<file path="src/ppmc_pkg.sv">
package ppmc_pkg;

   // Register addresses in the direct register space
   localparam logic [7:0] PPMC_ADDR_CTRL_HIGH   = 8'hC6;
   localparam logic [7:0] PPMC_ADDR_CTRL_MIDDLE = 8'hC7;
   localparam logic [7:0] PPMC_ADDR_CTRL_LOW    = 8'hC8;

   // Reset values
   localparam logic [7:0] PPMC_RST_CTRL_HIGH    = 8'h01;
   localparam logic [7:0] PPMC_RST_CTRL_MIDDLE  = 8'h00;
   localparam logic [7:0] PPMC_RST_CTRL_LOW     = 8'h10;

   // Implemented bits of each control register, others read zero
   localparam logic [7:0] PPMC_MASK_CTRL_HIGH   = 8'hEF;
   localparam logic [7:0] PPMC_MASK_CTRL_MIDDLE = 8'hE3;
   localparam logic [7:0] PPMC_MASK_CTRL_LOW    = 8'h3F;

   // Field positions (low bit of each mode field)
   localparam int PPMC_POS_PIN7 = 5;
   localparam int PPMC_POS_PIN6 = 2;
   localparam int PPMC_POS_PIN5 = 0;
   localparam int PPMC_POS_PIN4 = 5;
   localparam int PPMC_POS_PIN3 = 0;
   localparam int PPMC_POS_PIN2 = 4;
   localparam int PPMC_POS_PIN1 = 2;
   localparam int PPMC_POS_PIN0 = 0;

   // Three-bit mode codes; two-bit fields are widened onto these
   localparam logic [2:0] PPMC_CODE_INPUT   = 3'h0;
   localparam logic [2:0] PPMC_CODE_OPEN    = 3'h1;
   localparam logic [2:0] PPMC_CODE_ANALOG  = 3'h2;
   localparam logic [2:0] PPMC_CODE_SPECIAL = 3'h3;
   localparam logic [2:0] PPMC_CODE_PUSH    = 3'h4;

   // Option field values
   localparam logic [2:0] PPMC_OSC_CRYSTAL  = 3'h7;
   localparam logic [2:0] PPMC_OSC_RC_FIRST = 3'h1;
   localparam logic [2:0] PPMC_OSC_RC_LAST  = 3'h4;

   // Pin numbers with fixed roles
   localparam int PPMC_PIN_RESET = 3;
   localparam int PPMC_PIN_PWM   = 4;
   localparam int PPMC_PIN_VREF  = 7;

   typedef enum logic [2:0] {
      PPMC_KIND_INPUT,
      PPMC_KIND_OPEN,
      PPMC_KIND_PUSH,
      PPMC_KIND_ANALOG,
      PPMC_KIND_SPECIAL
   } ppmc_kind_type;

   // Control register set
   typedef struct packed {
      logic [7:0] high;
      logic [7:0] middle;
      logic [7:0] low;
   } ppmc_ctrl_type;

   // Pad drive of all eight pins
   typedef struct packed {
      logic [7:0] out;
      logic [7:0] oe_n;
   } ppmc_drive_type;

endpackage : ppmc_pkg

</file>
<file path="src/ppmc_top.sv">
// Operation
// - Pin 7 mode field picks 000 input, 001 open-drain, 010 analog 7, 011 reference, 1xx push-pull.
// - Pin 6 field picks 00 input, 01 open-drain, 10 analog 6, 11 push-pull.
// - Pin 5 field picks 00 input, 01 open-drain, 10 analog 5, 11 push-pull.
// - Pin 4 field picks 000 input, 001 open-drain, 010 analog 4, 011 PWM/timer out, 1xx push-pull.
// - Pin 2 field picks 00 input, 01 open-drain, 10 analog 2, 11 push-pull.
// - Pins 1 and 0 fields pick 00 input, 01 open-drain, 10 analog 1/0, 11 push-pull.
// - Pin 3 is the reset input when the low-voltage option bit is 1, a port pin when 0.
// - Pins 0 and 1 are crystal pins for oscillator option 111 and port pins for 001 to 100.
// - The processor reaches the port only by direct reads and writes of its registers.
`timescale 1ns/1ps

module ppmc_top
   import ppmc_pkg::*;
(
   // Clock and reset
   input  wire logic       core_clk,
   input  wire logic       sys_rst,
   // Direct register access
   input  wire logic [7:0] reg_addr,
   input  wire logic       reg_wr,
   input  wire logic       reg_rd,
   input  wire logic [7:0] reg_wdata,
   output logic      [7:0] reg_rdata,
   output logic            reg_rvalid,
   // Port data and peripheral sources
   input  wire logic [7:0] port_data,
   input  wire logic       pwm_out,
   // Factory options
   input  wire logic       low_voltage_reset_option,
   input  wire logic [2:0] oscillator_select_option,
   // Pads
   input  wire logic [7:0] pin_in,
   output logic      [7:0] pin_out,
   output logic      [7:0] pin_oe_n,
   // Peripheral side
   output logic      [7:0] port_in_level,
   output logic      [7:0] analog_sel,
   output logic            vref_sel,
   output logic            pwm_pin_sel,
   output logic            timer3_count_clock,
   output logic            timer2_count_clock,
   output logic            ext_irq_2,
   output logic            ext_irq_1,
   output logic            ext_irq_0,
   output logic            external_reset_in,
   output logic            osc_pins_crystal
);

   // Widen a two-bit field onto the three-bit code space
   function automatic logic [2:0] ppmc_widen(input logic [1:0] field);
      logic [2:0] code;
      code = {1'b0, field};
      if (field == 2'h3) begin
         code = PPMC_CODE_PUSH;
      end
      return code;
   endfunction : ppmc_widen

   // Classify a three-bit code
   function automatic ppmc_kind_type ppmc_decode(input logic [2:0] code);
      ppmc_kind_type kind;
      kind = PPMC_KIND_INPUT;
      if (code[2]) begin
         kind = PPMC_KIND_PUSH;
      end else begin
         case (code[1:0])
            2'h0:    kind = PPMC_KIND_INPUT;
            2'h1:    kind = PPMC_KIND_OPEN;
            2'h2:    kind = PPMC_KIND_ANALOG;
            2'h3:    kind = PPMC_KIND_SPECIAL;
            default: kind = PPMC_KIND_INPUT;
         endcase
      end
      return kind;
   endfunction : ppmc_decode

   ppmc_ctrl_type  ctrl;
   ppmc_ctrl_type  next_ctrl;
   logic [7:0]     next_reg_rdata;
   logic           next_reg_rvalid;
   logic [7:0]     pin_sync1;
   logic [7:0]     pin_sync2;
   logic [1:0]     opt_lvr_sync;
   logic [2:0]     opt_osc_sync1;
   logic [2:0]     opt_osc_sync2;
   logic [2:0]     pin_code [8];
   ppmc_kind_type  pin_kind [8];
   ppmc_drive_type drive;
   ppmc_drive_type next_drive;
   logic [7:0]     next_port_in_level;
   logic [7:0]     next_analog_sel;
   logic           next_vref_sel;
   logic           next_pwm_pin_sel;
   logic           next_external_reset_in;
   logic           next_osc_pins_crystal;
   logic           reset_pin_mode;
   logic           crystal_mode;
   logic           rc_mode;
   logic [7:0]     released;

   // Register write and read back; one access per cycle, no indirection
   always_comb begin
      next_ctrl       = ctrl;
      next_reg_rdata  = reg_rdata;
      next_reg_rvalid = reg_rd;
      if (reg_wr) begin
         case (reg_addr)
            PPMC_ADDR_CTRL_HIGH:   next_ctrl.high   = reg_wdata & PPMC_MASK_CTRL_HIGH;
            PPMC_ADDR_CTRL_MIDDLE: next_ctrl.middle = reg_wdata & PPMC_MASK_CTRL_MIDDLE;
            PPMC_ADDR_CTRL_LOW:    next_ctrl.low    = reg_wdata & PPMC_MASK_CTRL_LOW;
            default:               next_ctrl        = ctrl;
         endcase
      end
      if (reg_rd) begin
         case (reg_addr)
            PPMC_ADDR_CTRL_HIGH:   next_reg_rdata = ctrl.high;
            PPMC_ADDR_CTRL_MIDDLE: next_reg_rdata = ctrl.middle;
            PPMC_ADDR_CTRL_LOW:    next_reg_rdata = ctrl.low;
            default:               next_reg_rdata = 8'h00;
         endcase
      end
   end

   always_ff @(posedge core_clk) begin
      if (sys_rst) begin
         ctrl.high   <= PPMC_RST_CTRL_HIGH;
         ctrl.middle <= PPMC_RST_CTRL_MIDDLE;
         ctrl.low    <= PPMC_RST_CTRL_LOW;
         reg_rdata   <= 8'h00;
         reg_rvalid  <= 1'b0;
      end else begin
         ctrl       <= next_ctrl;
         reg_rdata  <= next_reg_rdata;
         reg_rvalid <= next_reg_rvalid;
      end
   end

   // Pads and option straps are asynchronous: two flops before any use
   always_ff @(posedge core_clk) begin
      if (sys_rst) begin
         pin_sync1     <= 8'h00;
         pin_sync2     <= 8'h00;
         opt_lvr_sync  <= 2'h0;
         opt_osc_sync1 <= 3'h0;
         opt_osc_sync2 <= 3'h0;
      end else begin
         pin_sync1     <= pin_in;
         pin_sync2     <= pin_sync1;
         opt_lvr_sync  <= {opt_lvr_sync[0], low_voltage_reset_option};
         opt_osc_sync1 <= oscillator_select_option;
         opt_osc_sync2 <= opt_osc_sync1;
      end
   end

   // Mode codes per pin
   assign pin_code[7] = ctrl.high[PPMC_POS_PIN7 +: 3];
   assign pin_code[6] = ppmc_widen(ctrl.high[PPMC_POS_PIN6 +: 2]);
   assign pin_code[5] = ppmc_widen(ctrl.high[PPMC_POS_PIN5 +: 2]);
   assign pin_code[4] = ctrl.middle[PPMC_POS_PIN4 +: 3];
   // Unused pin 3 codes fall back to input, so the pad never drives by mistake
   assign pin_code[3] = ctrl.middle[PPMC_POS_PIN3 + 1] ? PPMC_CODE_INPUT :
                        {2'h0, ctrl.middle[PPMC_POS_PIN3]};
   assign pin_code[2] = ppmc_widen(ctrl.low[PPMC_POS_PIN2 +: 2]);
   assign pin_code[1] = ppmc_widen(ctrl.low[PPMC_POS_PIN1 +: 2]);
   assign pin_code[0] = ppmc_widen(ctrl.low[PPMC_POS_PIN0 +: 2]);

   // Option decode; an undefined oscillator choice also takes pins 0 and 1 off the port
   assign reset_pin_mode = opt_lvr_sync[1];
   assign crystal_mode   = (opt_osc_sync2 == PPMC_OSC_CRYSTAL);
   assign rc_mode        = (opt_osc_sync2 >= PPMC_OSC_RC_FIRST) &&
                           (opt_osc_sync2 <= PPMC_OSC_RC_LAST);
   assign released = {4'h0, reset_pin_mode, 1'b0, {2{~rc_mode}}};

   // Per-pin pad drive and input qualification
   generate
      for (genvar i = 0; i < 8; i++) begin : g_pin
         assign pin_kind[i] = ppmc_decode(pin_code[i]);
         always_comb begin
            next_drive.out[i]     = 1'b0;
            next_drive.oe_n[i]    = 1'b1;
            next_port_in_level[i] = 1'b0;
            next_analog_sel[i]    = 1'b0;
            if (!released[i]) begin
               case (pin_kind[i])
                  PPMC_KIND_INPUT: begin
                     next_port_in_level[i] = pin_sync2[i];
                  end
                  PPMC_KIND_OPEN: begin
                     // Drive only a low; a one lets the line float up
                     next_drive.oe_n[i] = port_data[i];
                  end
                  PPMC_KIND_PUSH: begin
                     next_drive.out[i]  = port_data[i];
                     next_drive.oe_n[i] = 1'b0;
                  end
                  PPMC_KIND_ANALOG: begin
                     next_analog_sel[i] = 1'b1;
                  end
                  PPMC_KIND_SPECIAL: begin
                     // Pad follows the PWM only on its own pin; no peripheral enable gates it
                     if (i == PPMC_PIN_PWM) begin
                        next_drive.out[i]  = pwm_out;
                        next_drive.oe_n[i] = 1'b0;
                     end
                  end
                  default: begin
                     next_drive.oe_n[i] = 1'b1;
                  end
               endcase
            end
         end
      end
   endgenerate

   // Special functions and option-owned pins
   always_comb begin
      next_vref_sel          = !released[PPMC_PIN_VREF] &&
                               (pin_kind[PPMC_PIN_VREF] == PPMC_KIND_SPECIAL);
      next_pwm_pin_sel       = !released[PPMC_PIN_PWM] &&
                               (pin_kind[PPMC_PIN_PWM] == PPMC_KIND_SPECIAL);
      next_external_reset_in = reset_pin_mode & pin_sync2[PPMC_PIN_RESET];
      next_osc_pins_crystal  = crystal_mode;
   end

   always_ff @(posedge core_clk) begin
      if (sys_rst) begin
         drive.out          <= 8'h00;
         drive.oe_n         <= 8'hFF;
         port_in_level      <= 8'h00;
         analog_sel         <= 8'h00;
         vref_sel           <= 1'b0;
         pwm_pin_sel        <= 1'b0;
         external_reset_in  <= 1'b0;
         osc_pins_crystal   <= 1'b0;
         timer3_count_clock <= 1'b0;
         timer2_count_clock <= 1'b0;
         ext_irq_2          <= 1'b0;
         ext_irq_1          <= 1'b0;
         ext_irq_0          <= 1'b0;
      end else begin
         drive              <= next_drive;
         port_in_level      <= next_port_in_level;
         analog_sel         <= next_analog_sel;
         vref_sel           <= next_vref_sel;
         pwm_pin_sel        <= next_pwm_pin_sel;
         external_reset_in  <= next_external_reset_in;
         osc_pins_crystal   <= next_osc_pins_crystal;
         // Counter clocks and interrupts share the input-mode samples
         timer3_count_clock <= next_port_in_level[7];
         ext_irq_2          <= next_port_in_level[7];
         timer2_count_clock <= next_port_in_level[6];
         ext_irq_1          <= next_port_in_level[6];
         ext_irq_0          <= next_port_in_level[4];
      end
   end

   assign pin_out  = drive.out;
   assign pin_oe_n = drive.oe_n;

endmodule : ppmc_top

</file>
<file path="config.mk">
export PLATFORM = sky130hd
export DESIGN_NAME = ppmc_top
export DESIGN_NICKNAME = d
export VERILOG_FILES = /design/src/ppmc_pkg.sv /design/src/ppmc_top.sv
export SDC_FILE = /design/constraint.sdc
export NUM_CORES = 1
export LEC_CHECK = 0
export ABC_AREA = 1
export BUFFER_PORTS_ARGS = -buffer_cell sky130_fd_sc_hd__buf_4
export CAP_MARGIN = 20
export CORE_ASPECT_RATIO = 2
export CORE_MARGIN = 10
export CORE_UTILIZATION = 55
export DETAILED_ROUTE_END_ITERATION = 12
export HOLD_SLACK_MARGIN = 0.06
export PLACE_DENSITY = 0.84
export SYNTH_ARGS = -nofsm -noshare
export SYNTH_HDL_FRONTEND = slang
export SYNTH_SLANG_ARGS = --single-unit
</file>
<file path="constraint.sdc">
create_clock -name core_clk -period 2.8 [get_ports core_clk]
set_input_delay 0.42 -clock core_clk [delete_from_list [all_inputs] [get_ports core_clk]]
set_output_delay 0.42 -clock core_clk [all_outputs]
set_load 0.05 [all_outputs]
</file>
==> impl_results.md <==
* Area added between synthesis and finish at 26.8%
* Worst-Skew Late Latency at 0.35 ns
* Fin. max-slew vios at 0
* Average size of a mapped cell at 8.43 um^2
* Seq/Total Area, Yosys at 55.0%
* CTS buffer count at 9
* Hold Path Class: input pin to flip-flop
* CP Capture Type: flip-flop
* Worst IR drop on VDD at 0.482 mV
* Top post-synthesis cells by count: dfxtp_1 (85), inv_1 (59), nor2_1 (47)
* Diode count at 0
* Distinct cell type count after synthesis at 33
* Drt wl/cell at 14.1 um
* Drt pass-1 iters at 4
* Ys async rst share at 0%
* CP Max Fanout at 50
* Worst EP arrival at 1.65 ns
* Max-slew headroom at 65.9%
* Worst hold stages at 3
* CTS max path bufs at 2
* Worst Reg2Reg Path Length in Cells at 7
* Maximum Capacitance Violations at 0
* Post_cts resized at 0
* Status: finished, final reports clean
* Mapped Cells at 367
* Hold_buf cts at 0
* Synthesized cell area at 3090 um^2
* Setup WS pre-CTS at 1.07 ns
* Prevailing post-synth register cell: dfxtp_1
* First-pass GRT wire length at 11300 um
* DRC violations left at 0
* Worst Setup Path Type: input pin to flip-flop
* GRT overflow at 0
* Yosys top cell area share at 55.0%
* All-layer global routing usage at 15.3%
* Hold Fails Final Rpt at 0
* H-Tree Level Count at 3
* Area contributors post-synth: dfxtp_1 (55%), inv_1 (7.2%), nor2_1 (5.7%)
* Initial antenna violation count at 0
* CTS Sinks at 85
* Number of synthesized flops with an enable pin at 0
* GP Congestion at 0.804
* WP data required at 3.05 ns
* Port Buffers at 88
* Startpoint types: input pin
* Vias in the first global route at 2549
* Crit share post-route at 50.0%
* Clock Pin Slew Worst Setup and Hold Paths at 0.08 ns
* Min Clock Period, post-route at 1.40 ns
* Total wire length at 7230 um
* Initial drt markers at 187
* Maximum clock rate at 714 MHz
* CTS tree: built
* Leak at 0.00179 uW
* Via count at 2598
* Layout cells sized above 1 at 27.1%
* Worst Clk Skew at 0.00527 ns
* #FFs+latches synth at 85
* Die height at 126 um
* Layout Nets at 494
* Pin count of the biggest net entering global routing at 51
* CORE AREA at 5470 um^2
* Final WS setup at 1.40 ns
* Via-per-instance ratio at 5.05
* DPL Wire Length at 5540 um
* Die Footprint at 9210 um^2
* Dominant cell by count in the synthesized netlist: dfxtp_1
* Area leader, netlist: dfxtp_1
* Hold WS at 0.265 ns
* Fillers at 432
* Sum Neg Setup Slack at 0 ns
* Ys Warns at 0
* PwrDens at 581 nW/um^2
* Setup Buffers After CTS at 0
* Root buffer cell: clkbuf_8
* Row count at 38
* RSZ-0062 raised after global routing: no
* Initial Util at 56.6%
* Die X at 73.0 um
* Worst slew pin tran at 0.511 ns
* Final Setup Violations at 0
* Post-DRT Antenna Nets at 0
* # IOs at 91
[final timing paths]
path                                                from              end  slack (ns)
worst max-delay path                             sys_rst       pin_out[1]        1.40
worst min-delay path            low_voltage_reset_option  opt_lvr_sync[0]        0.26
worst min register to register              pin_sync1[5]     pin_sync2[5]        0.40
worst max register to register                  ctrl[13]      pin_oe_n[4]        1.45
[per-stage QoR]
step / total power, uW / std cells / instance area [um^2] / utilization [%]
2_1_floorplan: 1360 / 368 / 3100 / -
3_3_place_gp: 1420 / 498 / 3710 / 67.9
3_5_place_dp: 1430 / 498 / 3710 / 67.9
4_1_cts: 2290 / 514 / 3920 / 71.7
5_1_grt: 2350 / 514 / 3920 / 71.7
6_report: 2280 / 514 / 3920 / 71.7
[registers in the layout, summed over array words and instances (netlist names), 7 cells and up]
signal,cells
port_in_level,8
reg_rdata,8
analog_sel,7
pin_oe_n,8
pin_sync1,8
pin_out,7
ctrl,18
pin_sync2,8
[worst max-delay path: stages]
cell and delay [ns]:
buf_4 0.27, inv_2 0.37, nand3_1 0.31, nor4_1 0.27
[placed cells by master, fill, tap and decap left out]
master	count
buf_4	88
dfxtp_1	85
inv_1	59
nor2_1	47
nand2_1	39
nand3_1	28
o21ai_0	16
a21oi_1	16
nor3_1	12
clkbuf_8	11
nor4_1	7
o21ai_1	7
a21oi_2	4
ha_1	4
inv_2	3
nand2_2	3
nor2_4	3
nand3_2	2
o21bai_1	2
nand4_1	2
conb_1	2
clkinv_2	2
nor3b_1	1
o2111ai_1	1
nor2_2	1
nand2_4	1
nor2_8	1
nand3_4	1
o211ai_1	1
a31oi_1	1
clkinv_1	1
bufinv_16	1
clkinv_4	1
inv_6	1
[where the power goes]
part | switching [uW] | total, uW | internal [uW] | leakage (uW)
Clock | 420 | 882 | 462 | 0.000110
Combinational | 99.6 | 162 | 62.7 | 0.000993
Sequential | 6.71 | 1240 | 1230 | 0.000692
Total | 526 | 2280 | 1750 | 0.00179
[area by class of cell]
cell class	count	area, um^2	share of cell area, %
multi-input cells	202	1040	26.5
clock inverters	5	57.6	1.47
clock buffers	11	151	3.86
repair buffers	88	661	16.8
inverters	63	236	6.03
well taps	60	75.1	1.91
flip-flops and latches	85	1700	43.4
[routing by layer]
layer	vias up	track usage (%)	wire, um
met4	0	7.19	158
met1	1184	13.7	2610
met2	87	27.9	3880
met5	-	0	0
li1	1315	-	-
met3	12	6.37	584
[cells by family (layout without fill, tap and decap cells)]
group / Yosys count / after routing / synth area share (%)
AOI/OAI and AO/OA: 48 / 48 / 8.65
buffers and inverters: 81 / 167 / 11.5
other: 1 / 2 / 0.121
adders and majority gates: 4 / 4 / 1.62
DFF: 85 / 85 / 55.0
and+or+nand+nor: 148 / 148 / 23.1
Power figures use the tool's default switching activity.
